--- src/design/kms_map.vh ---
/*
  constants for the keypad matrix scanner: matrix size, code field positions, queue depth.
  assumes plain verilog-2005 and inclusion by bare name.
*/
`ifndef KMS_MAP_VH
`define KMS_MAP_VH
`define KMS_NUM_COLS 4
`define KMS_NUM_ROWS 5
`define KMS_COL_W 2
`define KMS_CODE_W 8
`define KMS_CODE_PRESS_BIT 7
`define KMS_CODE_COL_HI 6
`define KMS_CODE_COL_LO 4
`define KMS_CODE_ZERO_BIT 3
`define KMS_CODE_ROW_HI 2
`define KMS_CODE_ROW_LO 0
`define KMS_QUEUE_DEPTH 32
`define KMS_QUEUE_AW 5
`define KMS_QUEUE_FULL 6'h20
`define KMS_KEYS_RST 20'h00000
`define KMS_COL_RST 2'h0
`endif

--- src/design/kms_code_queue.v ---
/*
  small circular queue of pending key codes, one pushed word at a time.
  assumes the writer never pushes into a full queue; depth covers every key changing.
*/
`default_nettype none
`include "kms_map.vh"
module kms_code_queue (
  // clock and reset
  input wire clk,
  input wire reset,
  // fill side
  input wire push,
  input wire [`KMS_CODE_W-1:0] push_code,
  // drain side
  input wire pop,
  output wire [`KMS_CODE_W-1:0] head_code,
  output wire not_empty,
  output wire [`KMS_QUEUE_AW:0] used_count
);
  reg [`KMS_CODE_W-1:0] mem [0:`KMS_QUEUE_DEPTH-1];
  reg [`KMS_QUEUE_AW-1:0] wr_ptr_q;
  reg [`KMS_QUEUE_AW-1:0] rd_ptr_q;
  reg [`KMS_QUEUE_AW:0] count_q;
  wire do_pop;
  assign do_pop = pop && (count_q != {(`KMS_QUEUE_AW+1){1'b0}});
  assign head_code = mem[rd_ptr_q];
  assign not_empty = (count_q != {(`KMS_QUEUE_AW+1){1'b0}});
  assign used_count = count_q;
  always @(posedge clk) begin
    if (push) begin
      mem[wr_ptr_q] <= push_code;
    end
  end
  always @(posedge clk) begin
    if (reset) begin
      wr_ptr_q <= {`KMS_QUEUE_AW{1'b0}};
      rd_ptr_q <= {`KMS_QUEUE_AW{1'b0}};
      count_q <= {(`KMS_QUEUE_AW+1){1'b0}};
    end else begin
      if (push) begin
        wr_ptr_q <= wr_ptr_q + 1'b1;
      end
      if (do_pop) begin
        rd_ptr_q <= rd_ptr_q + 1'b1;
      end
      if (push && !do_pop) begin
        count_q <= count_q + 1'b1;
      end else if (do_pop && !push) begin
        count_q <= count_q - 1'b1;
      end
    end
  end
endmodule // kms_code_queue
`default_nettype wire

--- src/design/kms_scanner.v ---
/*
  keypad matrix scanner: rotates one active column drive, samples five row lines, queues
  press and release codes and issues one code per scan tick with a one-tick strobe.
  assumes a passive switch matrix; row and scan inputs arrive asynchronously from pins.
*/
// How it works
// - matrix has up to four columns and five rows, twenty keys.
// - each scan tick moves the active column drive to the next column.
// - during a column, all five rows are sampled; high row means pressed key.
// - new-code strobe is high for exactly one scan tick per new code.
// - with report release set, codes are made on press and on release.
// - with report release clear, codes are made on press only.
// - code is press bit 7, column bits 6..4, zero bit 3, row bits 2..0.
// - several keys in one column resolve; across columns only with diodes.
// - several changes in one column are queued and sent one per tick.
`default_nettype none
`include "kms_map.vh"
module kms_scanner (
  // clock and reset
  input wire clk,
  input wire reset,
  // control
  input wire scan_enable,
  input wire report_release,
  // matrix pins
  input wire [`KMS_NUM_ROWS-1:0] row_sense_in,
  output reg [`KMS_NUM_COLS-1:0] column_drive_out,
  // key code output
  output reg [`KMS_CODE_W-1:0] key_code,
  output reg new_event_strobe
);
  reg [`KMS_NUM_ROWS-1:0] row_meta_q;
  reg [`KMS_NUM_ROWS-1:0] row_sync_q;
  reg en_meta_q;
  reg en_sync_q;
  reg rel_meta_q;
  reg rel_sync_q;
  reg [`KMS_COL_W-1:0] col_q;
  reg [`KMS_COL_W-1:0] col_d;
  reg [`KMS_NUM_COLS*`KMS_NUM_ROWS-1:0] keys_q;
  reg [`KMS_NUM_ROWS-1:0] pend_q;
  reg [`KMS_NUM_ROWS-1:0] pend_d;
  reg [`KMS_COL_W-1:0] pend_col_q;
  reg [`KMS_NUM_ROWS-1:0] pend_state_q;
  reg push;
  reg [`KMS_CODE_W-1:0] push_code;
  wire [`KMS_CODE_W-1:0] head_code;
  wire not_empty;
  wire [`KMS_QUEUE_AW:0] used_count;
  wire [`KMS_NUM_ROWS-1:0] old_col;
  wire [`KMS_NUM_ROWS-1:0] changed;

  // row selection for the queue
  wire [`KMS_NUM_ROWS-1:0] wanted;
  wire [`KMS_NUM_ROWS-1:0] grant;
  wire [`KMS_NUM_ROWS:0] taken;

  // queue guard and scan tick
  wire queue_full;
  wire push_ok;
  wire tick;
  integer i;
  genvar g;

  // one-hot column drive from a column number
  function [`KMS_NUM_COLS-1:0] col_onehot;
    input [`KMS_COL_W-1:0] c;
    begin
      case (c)
        2'h0: col_onehot = 4'h1;
        2'h1: col_onehot = 4'h2;
        2'h2: col_onehot = 4'h4;
        2'h3: col_onehot = 4'h8;
        default: col_onehot = 4'h1;
      endcase
    end
  endfunction

  // key code layout
  function [`KMS_CODE_W-1:0] make_code;
    input pressed;
    input [`KMS_COL_W-1:0] c;
    input [2:0] r;
    begin
      make_code = {`KMS_CODE_W{1'b0}};
      make_code[`KMS_CODE_PRESS_BIT] = pressed;
      make_code[`KMS_CODE_COL_HI:`KMS_CODE_COL_LO] = {1'b0, c};
      make_code[`KMS_CODE_ZERO_BIT] = 1'b0;
      make_code[`KMS_CODE_ROW_HI:`KMS_CODE_ROW_LO] = r;
    end
  endfunction

  // row lines and controls come from pins, so two flops before use
  always @(posedge clk) begin
    row_meta_q <= row_sense_in;
    row_sync_q <= row_meta_q;
  end

  always @(posedge clk) begin
    en_meta_q <= scan_enable;
    en_sync_q <= en_meta_q;
  end

  always @(posedge clk) begin
    rel_meta_q <= report_release;
    rel_sync_q <= rel_meta_q;
  end

  // a scan tick is the synchronised enable; hold it as single-clock pulses
  assign tick = en_sync_q;

  // rows are read two clocks after the drive moves; a scan tick must therefore be
  // spaced at least three clocks apart so synchronised rows belong to the driven column
  assign old_col = keys_q[col_q*`KMS_NUM_ROWS +: `KMS_NUM_ROWS];
  assign changed = old_col ^ row_sync_q;

  always @* begin
    col_d = col_q + 1'b1;
  end

  // a pending row earns a code if it is a press or releases are reported
  assign taken[0] = 1'b0;
  generate
    for (g = 0; g < `KMS_NUM_ROWS; g = g + 1) begin : g_pick
      assign wanted[g] = pend_q[g] && (pend_state_q[g] || rel_sync_q);
      assign grant[g] = wanted[g] && !taken[g];
      assign taken[g + 1] = taken[g] || wanted[g];
    end
  endgenerate

  // one granted row per clock goes to the queue, lowest row first; unreported
  // releases are dropped at once so the code always matches the granted row
  always @* begin
    push = |grant;
    push_code = {`KMS_CODE_W{1'b0}};
    pend_d = wanted & ~grant;
    for (i = 0; i < `KMS_NUM_ROWS; i = i + 1) begin
      if (grant[i]) begin
        push_code = make_code(pend_state_q[i], pend_col_q, i[2:0]);
      end
    end
  end

  // column pointer and its one-hot drive move only on a scan tick
  always @(posedge clk) begin
    if (reset) begin
      col_q <= `KMS_COL_RST;
      column_drive_out <= col_onehot(`KMS_COL_RST);
    end else if (tick) begin
      col_q <= col_d;
      column_drive_out <= col_onehot(col_d);
    end
  end

  // stored key states; without diodes, keys in other columns may ghost here
  always @(posedge clk) begin
    if (reset) begin
      keys_q <= `KMS_KEYS_RST;
    end else if (tick) begin
      keys_q[col_q*`KMS_NUM_ROWS +: `KMS_NUM_ROWS] <= row_sync_q;
    end
  end

  // pending change bits of the last sampled column
  always @(posedge clk) begin
    if (reset) begin
      pend_q <= {`KMS_NUM_ROWS{1'b0}};
    end else if (tick) begin
      pend_q <= pend_d | changed;
    end else begin
      pend_q <= pend_d;
    end
  end

  // column and row states that the pending bits refer to
  always @(posedge clk) begin
    if (reset) begin
      pend_col_q <= `KMS_COL_RST;
      pend_state_q <= {`KMS_NUM_ROWS{1'b0}};
    end else if (tick) begin
      pend_col_q <= col_q;
      pend_state_q <= row_sync_q;
    end
  end

  // the oldest queued code goes out on a tick, strobed for one clock
  always @(posedge clk) begin
    if (reset) begin
      key_code <= {`KMS_CODE_W{1'b0}};
      new_event_strobe <= 1'b0;
    end else begin
      new_event_strobe <= 1'b0;
      if (tick && not_empty) begin
        key_code <= head_code;
        new_event_strobe <= 1'b1;
      end
    end
  end

  // when a tick lands while old changes are still being pushed, their pending rows stay but
  // take the new column and states; ticks must leave five clocks to drain the pending rows
  // a full queue refuses the word rather than wrap over the oldest code
  assign queue_full = (used_count == `KMS_QUEUE_FULL);
  assign push_ok = push && !queue_full;

  kms_code_queue u_queue (
    .clk(clk),
    .reset(reset),
    .push(push_ok),
    .push_code(push_code),
    .pop(tick),
    .head_code(head_code),
    .not_empty(not_empty),
    .used_count(used_count)
  );
endmodule // kms_scanner
`default_nettype wire

--- config.mk ---
export PLATFORM = sky130hd
export DESIGN_NAME = kms_scanner
export DESIGN_NICKNAME = d
export VERILOG_FILES = /design/src/design/kms_code_queue.v /design/src/design/kms_scanner.v
export VERILOG_INCLUDE_DIRS = /design/src /design/src/design
export SDC_FILE = /design/constraint.sdc
export NUM_CORES = 1
export LEC_CHECK = 0
export BUFFER_PORTS_ARGS = -buffer_cell sky130_fd_sc_hd__buf_2
export CORE_AREA = 5 5 160 162
export DETAILED_ROUTE_END_ITERATION = 6
export DIE_AREA = 0 0 165 167
export GPL_TIMING_DRIVEN = 0
export PLACE_DENSITY = 0.61
export SLEW_MARGIN = 30
export SYNTH_ARGS = -nofsm -noshare
export SYNTH_HDL_FRONTEND = slang
export SYNTH_SLANG_ARGS = --single-unit
export TNS_END_PERCENT = 5
--- constraint.sdc ---
create_clock -name clk -period 3.3 [get_ports clk]
set_clock_uncertainty 0.1 [all_clocks]
set_input_delay 0.66 -clock clk [delete_from_list [all_inputs] [get_ports clk]]
set_output_delay 0.66 -clock clk [all_outputs]
set_load 0.01 [all_outputs]
Yosys cells after proc, flatten, opt, wreduce, memory -nomap -nowiden
Memory sizes are Yosys's and may differ from the RTL's. A register that Yosys moved wholly into a read port is not among the register bits. Cells that the tools add are included.

$add $sub $neg: 6. $mul: 1. Divide/modulo/power cells: 0. Magnitude comparators: 0. Equality and inequality tests: 4. Shifts and indexed selects: 3. Mux-type cells: 13. Bitwise gates (word level): 4. Reduce and logical (&&, ||, !) cells: 32.

Operator list (number): two-way mux 8 bit (5); negation 5 -> 34 bit (1); variable shift 5 x 34 -> 20 bit, first input constant (1); indexed part select 5 x 34 -> 20 bit (1); bitwise mux 20 bit (1); indexed part select 20 x 6 -> 5 bit (1); case mux 4 bit (4 select lines) (1); logical AND 1 bit (13); two-way mux 6 bit (2); adder 5 x 1 -> 5 bit, second input constant (2); logical OR 1 bit (8); logical NOT 1 bit (7); adder 6 x 1 -> 6 bit, second input constant (1); == test 6 bit, second input constant (1); nonzero test 6 bit (1); subtractor 6 x 1 -> 6 bit, second input constant (1); bitwise AND 5 bit (1); multiplier 2 x 3 -> 5 bit, second input constant (1); two-way mux 5 bit (1); NOT 5 bit (1); bitwise OR 5 bit (1); OR reduction 5 bit (1); XOR 5 bit (1); == test 2 bit, second input constant (2); other kinds (5) (7).

Register bits: 69. Latch bits: 0. Memory bits (writable): 256. Bits in read-only memories: 0. Bits of input ports: 9. Output and inout bits: 13. Memories: 1.

Memory list: u_queue.mem (depth 32, bits a word 8, rd ports 1, clocked after memory_dff 1, wr ports 1, RTL line kms_code_queue.v:20) `` reg [`KMS_CODE_W-1:0] mem [0:`KMS_QUEUE_DEPTH-1]; ``.

Logic depth before layout (Yosys ltp)
Gate-level depths: netlist of the first run.

Depth after elaboration: 13. Gate-level depth with buffers: 13. Mapped depth without buffers: 11.

Cells and area by module
A second synthesis of the first run with hierarchy kept.

Cells, all modules: 858. Area total of the unflattened synthesis: 13466.7 µm².

By module, submodules not included: kms_code_queue (times used 1, cells an instance 613, area an instance 11046.8 µm²); kms_scanner (times used 1, cells an instance 245, area an instance 2419.8 µm²).

Worst setup path after synthesis of the first run
OpenSTA, ideal clock, no wires.

Path type: register to register. Start: register u_queue.count_q[0] (netlist: u_queue.used_count[0]). End: register u_queue.count_q[5] (netlist: u_queue.used_count[5]). Arrival time: 3.014 ns. Setup slack: 0.065 ns. Stages on the path, launching flop included: 13. Path buffers: 1. Cell sequence: dfxtp_1 or4_4 or3b_4 o21a_1 buf_6 ha_1 inv_1 ha_1 a21o_1 a21oi_1 o21ai_0 nand4_1 mux2_2.

Cells in the longest elaborated chain, start to end: 6. Elaborated cells on any way between the ends: 14. Classes of those cells: 2 x add/sub; 1 x eq/ne; 2 x mux; 9 x reduce/logical.

Ends and longest elaborated chain: start, declared (RTL line kms_code_queue.v:23) `` reg [`KMS_QUEUE_AW:0] count_q; ``; start signal, assigned (RTL line kms_code_queue.v:38) `` count_q <= {(`KMS_QUEUE_AW+1){1'b0}}; ``; start signal, assigned (RTL line kms_code_queue.v:47) `count_q <= count_q + 1'b1;`; start signal, assigned (RTL line kms_code_queue.v:49) `count_q <= count_q - 1'b1;`; == test 6 bit (no line) *; logical NOT 1 bit * (RTL line kms_scanner.v:204) `assign push_ok = push && !queue_full;`; logical AND 1 bit * (RTL line kms_scanner.v:204); named net push_ok (RTL line kms_scanner.v:60) `wire push_ok;`; logical NOT 1 bit (RTL line kms_code_queue.v:48) `end else if (do_pop && !push) begin`; logical AND 1 bit (RTL line kms_code_queue.v:48); nonzero test 2 bit (no line).

The timed path passes the listed nets; every way through them passes the cells marked *. The select of a mux whose other input is x is not followed. A chain may end at the register's enable or synchronous reset.

Final worst setup path of the first run
Start: register u_queue.count_q[3] (netlist: u_queue.used_count[3]). End: register u_queue.count_q[5] (netlist: u_queue.used_count[5]).

The elaborated chain is that of the path after synthesis.

==> results of run 1 <==
worst max path at each step:
stage	slack [ns]	endpoint	cells past startpoint
finish	0.12	u_queue.used_count[5]	12
CTS	0.007	u_queue.used_count[5]	12
floorplan	0.07	u_queue.used_count[5]	12
global placement	-1.27	u_queue.mem[16][0]	4
detailed placement	-0.29	u_queue.used_count[5]	12
global route	0.01	u_queue.used_count[5]	12
sequential cells by signal, indices dropped and copies added, names as in the netlist, 2 cells and up:
register and flops:
u_queue.wr_ptr_q 5, pend_state_q 5, u_queue.rd_ptr_q 5, col_q 2, row_meta_q 5, u_queue.mem 192
pend_col_q 2, row_sync_q 5, pend_q 5, u_queue.used_count 6, column_drive_out 4, key_code 6
keys_q 20
synthesized netlist by cell type, types with 3 or more instances:
cell type / instances
edfxtp_1: 192
nor2_1: 88
dfxtp_1: 75
mux4_2: 42
mux2i_1: 38
a22oi_1: 34
nand2_1: 30
ha_1: 18
clkbuf_1: 16
a21oi_1: 14
buf_2: 13
xor2_1: 11
inv_1: 10
o21ai_0: 10
a211oi_1: 6
nor2b_1: 6
o221ai_1: 6
xnor2_1: 6
a32o_1: 5
nand4_1: 5
o22ai_1: 5
nor3_1: 4
a21o_1: 3
buf_1: 3
buf_4: 3
nand2_2: 3
nand3_1: 3
nand3b_1: 3
o21a_1: 3
or2_2: 3
layout make-up:
class	count	share of cell area
buffer	35	0.0136
inverter	10	0.00328
tap	324	0.0332
clock inverter	15	0.0149
timing repair buffer	29	0.0161
sequential	267	0.595
clock buffer	35	0.0589
multi-input combinational	376	0.265
layer usage:
layer / routed length [um] / global-route usage
met1: 9550 / 0.225
met2: 11600 / 0.284
met3: 1040 / 0.0210
met4: 321 / 0.0325
met5: 0 / 0
metrics by stage:
step	total power [uW]	instance area [um2]	TNS, ns
global route	9020	12200	0
global placement	5450	11100	-48.69
floorplan	5080	10600	0
detailed placement	5540	11200	-0.340
finish	8640	12200	0
CTS	8630	12100	0
cells by family after synthesis:
| group | count (synthesis) | share of synthesized area |
|---|---|---|
| DFF | 267 | 0.684 |
| and+or+nand+nor | 160 | 0.0678 |
| AOI/OAI and AO/OA | 97 | 0.0652 |
| muxes | 81 | 0.126 |
| buffers and inverters | 46 | 0.0196 |
| adders and majority gates | 19 | 0.0231 |
| xor gates and xnor gates | 17 | 0.0140 |
| other | 1 | 0.000353 |
cell usage in the layout, fill, tap and decap left out, drive strengths merged, types with 12 or more instances in the layout:
| cell type | n |
|---|---|
| ha | 18 |
| mux2i | 38 |
| inv | 12 |
| edfxtp | 192 |
| buf | 49 |
| a22oi | 34 |
| mux4 | 42 |
| a21oi | 14 |
| dfxtp | 75 |
| nor2 | 88 |
| nand2 | 33 |
| clkbuf | 50 |
power breakdown:
| group | total [uW] | internal, uW | leakage [uW] | switching, uW |
|---|---|---|---|---|
| logic | 1730 | 785 | 0.00135 | 943 |
| clock network | 3080 | 1850 | 0.000447 | 1220 |
| registers | 3830 | 3730 | 0.00238 | 97.1 |
| total | 8640 | 6370 | 0.00417 | 2260 |
what timing repair did:
action | CTS | global route
gates resized for setup | 6 | 4
pin swaps | 1 | 6
endpoints found under the setup margin | 2 | 2
buffers inserted | 1 | 5
gates cloned | 0 | 0
worst register-to-register path, cell delays in order, from the launching register on:
cell     delay (ns)
dfxtp_1        0.33
or4_4          0.56
or3b_4         0.42
o21a_1         0.13
buf_6          0.14
ha_4           0.18
inv_4          0.08
ha_1           0.13
a21o_1         0.16
a21oi_4        0.08
or3_1          0.35
nand4_1        0.10
mux2_2         0.33
==> results.py, run 1 <==
metrics = {
    "status": {
        "outcome": "finished clean",
    },
    "final_layout": {
        "seqCellArea_um2": 7270,
        "layout.nets": 774,
        "insertedDiodeCount": 0,
        "drive_gt1_frac": 0.203,
        "fin_util": 0.510,
        "fillers": 2035,
        "multi_input_area_um2": 3230,
        "area_growth_pct": 14.9,
        "final_cells": 1091,
    },
    "setup_path": {
        "r2r-end": "u_queue.used_count[5]",
        "critPathBufInv": 2,
        "worstPathArrival_ns": 3.51,
        "rr_worst_depth": 12,
        "reg2reg_slack_ns": 0.12,
        "path_max_fanout": 6,
        "worstSetupStartpointType": "flip-flop",
        "reg2reg_from": "u_queue.used_count[3]",
        "startpoint": "u_queue.used_count[3]",
        "criticalPathCategory": "reg2reg",
        "worstPathCellList": "or4_4 > or3b_4 > o21a_1 > buf_6 > ha_4 > inv_4 > ha_1 > a21o_1 > a21oi_4 > or3_1 > nand4_1 > mux2_2",
        "crit_path_end_kind": "flip-flop",
        "crit_family": "simple AND/OR/NAND/NOR gates",
        "required_ns": 3.62,
        "cp_slowest_cell": "or4_4",
        "max_stage_delay_ns": 0.56,
    },
    "sta": {
        "worst_hold_slack_ns": 0.126,
        "max_freq_mhz": 314,
        "hold_viol": 0,
        "min_period_over_period": 0.965,
        "finalSetupViolations": 0,
        "worst_pin_slew_ns": 1.01,
        "rsz0062_at_grt": "false",
        "drv_slew": 0,
        "finalWorstSetupSlack_ns": 0.115,
        "maxSlewHeadroom": 0.319,
        "period_needed_ns": 3.18,
    },
    "floorplan": {
        "start_util": 0.443,
        "rows": 57,
        "pin_count": 22,
        "die-area_um2": 27600,
        "dieHeight_um": 167,
        "fp.coreArea_um2": 24000,
        "die_w_um": 165,
    },
    "routing": {
        "vias": 6014,
        "postRouteAntennaNets": 0,
        "drt_iter0_drc": 450,
        "drcViolationCount": 0,
        "firstDrtPassIters": 5,
        "wire_per_inst_um": 20.7,
        "routed_wl_um": 22500,
        "viasPerCell": 5.51,
    },
    "placed_design": {
        "placed_cells": 1036,
        "gp_congestion": 0.843,
        "place_ws_ns": -0.293,
        "port_buffers": 19,
        "dp_hpwl_um": 15500,
    },
    "clock_network": {
        "worstSkewPairLatency_ns": 0.53,
        "clkSinkCount": 267,
        "cts_inserted_buffers": 27,
        "cts_buffer_depth": 3,
        "postCtsHoldBufs": 0,
        "cts_max_level": 1,
        "tritoncts": "yes",
        "path_clk_slew_ns": 0.06,
        "root_buffer": "clkbuf_16",
    },
    "power_and_ir_drop": {
        "vdd_ir_drop_max_mv": 0.339,
        "p_per_area_nw_per_um2": 707,
        "power.leakage_uw": 0.00417,
    },
    "flow_run": {
        "max_cap_violations": 0,
    },
    "logic_synthesis": {
        "netlist_instances": 688,
        "avgSynthCellArea_um2": 15.4,
        "synth_edf_count": 192,
        "ys_seq_area_frac": 0.684,
        "synth_cell_types": 53,
        "yosysWarningCount": 0,
        "syn_area_um2": 10600,
        "synth-seq-cells": 267,
        "yosys.area.top_type": "edfxtp_1",
        "synth.area.top_cells": "edfxtp_1 54%, dfxtp_1 14%, mux4_2 8.9%",
        "synthFlopType": "edfxtp_1",
        "synth.top_cell.area_share": 0.543,
        "async_flop_share": 0,
    },
    "global_routing": {
        "grt_pass1_vias": 6206,
        "grt_pass1_wl_um": 35100,
        "grt_max_degree": 33,
        "grt_antenna_before_repair": 0,
        "gr-total-overflow": 0,
        "grt.total_usage": 0.165,
    },
    "min_path": {
        "min_path_cells": 1,
        "min_to": "en_meta_q",
        "holdCritStartpoint": "scan_enable",
        "hold_class": "in2reg",
    },
}
No activity file was read; power rests on OpenSTA's default activity.
==> run 2: changes to the inputs <==
REMOVE_ABC_BUFFERS = 1   (was not set)
SETUP_SLACK_MARGIN = 0.1   (was not set)
==> run 2 against run 1 <==
  * Die area stayed put
  * Hold slack better by 0.0047 ns
  * Maximum frequency is 2.8% higher
  * Highest routed layer unchanged
  * Final area is essentially flat
==> results.py, run 2 (same netlist as run 1, synthesis figures left out) <==
metrics = {
    "global_routing": {
        "grt_pass1_vias": 6060,
        "grt_antenna_before_repair": 0,
        "gr-total-overflow": 0,
        "grt.total_usage": 0.151,
        "grt_pass1_wl_um": 32900,
        "grt_max_degree": 57,
    },
    "setup_path": {
        "critPathBufInv": 1,
        "crit_family": "simple AND/OR/NAND/NOR gates",
        "cp_slowest_cell": "or4_4",
        "crit_path_end_kind": "flip-flop",
        "worstPathArrival_ns": 3.41,
        "worstSetupStartpointType": "flip-flop",
        "required_ns": 3.61,
        "criticalPathCategory": "reg2reg",
        "max_stage_delay_ns": 0.55,
        "worstPathCellList": "or4_4 > or3b_4 > o21a_4 > ha_4 > inv_4 > ha_1 > a21o_1 > a21oi_2 > or3_1 > nand4_1 > mux2_2",
        "path_max_fanout": 6,
    },
    "final_layout": {
        "area_growth_pct": 15.0,
        "top_register": "u_queue.mem",
        "layout_common_cells": "192 x edfxtp_1, 87 x nor2_1, 69 x dfxtp_1",
        "final_common_cell": "edfxtp_1",
        "layout.nets": 741,
        "drive_gt1_frac": 0.207,
        "top_regs": "u_queue.mem (192), keys_q (20)",
        "insertedDiodeCount": 0,
        "largest_register_ffs": 192,
        "fillers": 2048,
        "fin_area_um2": 12200,
    },
    "power_and_ir_drop": {
        "p_per_area_nw_per_um2": 718,
        "vdd_ir_drop_max_mv": 0.501,
        "power.leakage_uw": 0.00415,
    },
    "placed_design": {
        "gp_congestion": 0.843,
        "port_buffers": 19,
        "dpl_cell_area_um2": 11100,
        "dp_hpwl_um": 13600,
    },
    "routing": {
        "firstDrtPassIters": 5,
        "drt_iter0_drc": 376,
        "drcViolationCount": 0,
        "vias": 5732,
        "postRouteAntennaNets": 0,
        "viasPerCell": 5.41,
        "wire_per_inst_um": 19.4,
        "routed_wl_um": 20600,
    },
    "clock_network": {
        "cts_inserted_buffers": 28,
        "worstSkewPairLatency_ns": 0.53,
        "cts_max_level": 1,
        "clkSinkCount": 267,
        "path_clk_slew_ns": 0.06,
        "tritoncts": "yes",
        "root_buffer": "clkbuf_16",
        "cts_buffer_depth": 3,
    },
    "sta": {
        "period_needed_ns": 3.10,
        "worst_hold_slack_ns": 0.131,
        "rsz0062_at_grt": "false",
        "worst_pin_slew_ns": 0.917,
        "hold_viol": 0,
        "drv_slew": 0,
        "maxSlewHeadroom": 0.387,
        "min_period_over_period": 0.938,
        "finalSetupViolations": 0,
        "max_freq_mhz": 323,
    },
    "floorplan": {
        "start_util": 0.443,
        "pin_count": 22,
        "die_w_um": 165,
        "fp.coreArea_um2": 24000,
        "rows": 57,
        "dieHeight_um": 167,
        "die-area_um2": 27600,
    },
    "status": {
        "outcome": "finished clean",
    },
    "flow_run": {
        "max_cap_violations": 0,
    },
    "min_path": {
        "hold_class": "in2reg",
    },
}
run 2: cell types whose count changed in the layout (fill, tap and decap cells not counted), moves of 2 or more:
cell / before / now
buf_1: 3 / 0
clkbuf_8: 1 / 4
clkbuf_16: 27 / 30
buf_8: 3 / 1
buf_2: 32 / 18
clkbuf_1: 19 / 0
buf_16: 0 / 2
dfxtp_2: 2 / 5
dfxtp_1: 73 / 69
clkinv_2: 5 / 7
buf_6: 2 / 0
clkbuf_2: 3 / 0
run 2: cell type report:
type	instances	area, um2	area share
inverters	10	40.0	0.00328
clock inverters	18	203	0.0166
multi-input cells	376	3250	0.266
clock buffers	34	806	0.0660
repair buffers	30	240	0.0197
well taps	324	405	0.0332
flip-flops and latches	267	7280	0.596
run 2: path summary, 6_finish.rpt:
| check | start | end | slack (ns) | cells past startpoint |
|---|---|---|---|---|
| worst max register to register | u_queue.used_count[0] | u_queue.used_count[5] | 0.20 | 11 |
| worst max-delay path | u_queue.used_count[0] | u_queue.used_count[5] | 0.20 | 11 |
| worst min register to register | rel_meta_q | rel_sync_q | 0.23 | 0 |
| worst min-delay path | row_sense_in[4] | row_meta_q[4] | 0.13 | 1 |
run 2: report_power, final:
| group | internal [uW] | switching (uW) | leakage (uW) |
|---|---|---|---|
| registers | 3740 | 237 | 0.00238 |
| logic | 763 | 732 | 0.00126 |
| clock network | 2050 | 1250 | 0.000502 |
| total | 6550 | 2220 | 0.00415 |
run 2: timing repair:
item	in CTS	in global routing
buffers inserted	2	4
hold buffers	0	0
endpoints found under the setup margin	3	1
resized for setup	7	4
pin swaps	2	2
run 2: per-stage QoR:
step / total power (uW) / TNS (ns) / std cells / setup WS [ns] / utilization
6_report: 8770 / 0 / 1059 / 0.203 / 0.510
5_1_grt: 9190 / 0 / 1059 / 0.0963 / 0.510
4_1_cts: 8800 / 0 / 1055 / 0.138 / 0.508
3_5_place_dp: 5450 / -0.280 / 1001 / -0.261 / 0.464
3_3_place_gp: 5410 / -60.23 / 996 / -1.62 / 0.457
2_1_floorplan: 5060 / -2.91 / 653 / -0.493 / -
run 2: metal layers:
metal  GRT usage  wire, um  vias to the layer above  share of wire
met3      0.0277       998                       36          0.049
met2       0.260     10500                      137           0.51
li1            -         -                     2700              -
met4      0.0387       474                        0          0.023
met1       0.196      8620                     2859           0.42
met5           0         0                        -              0
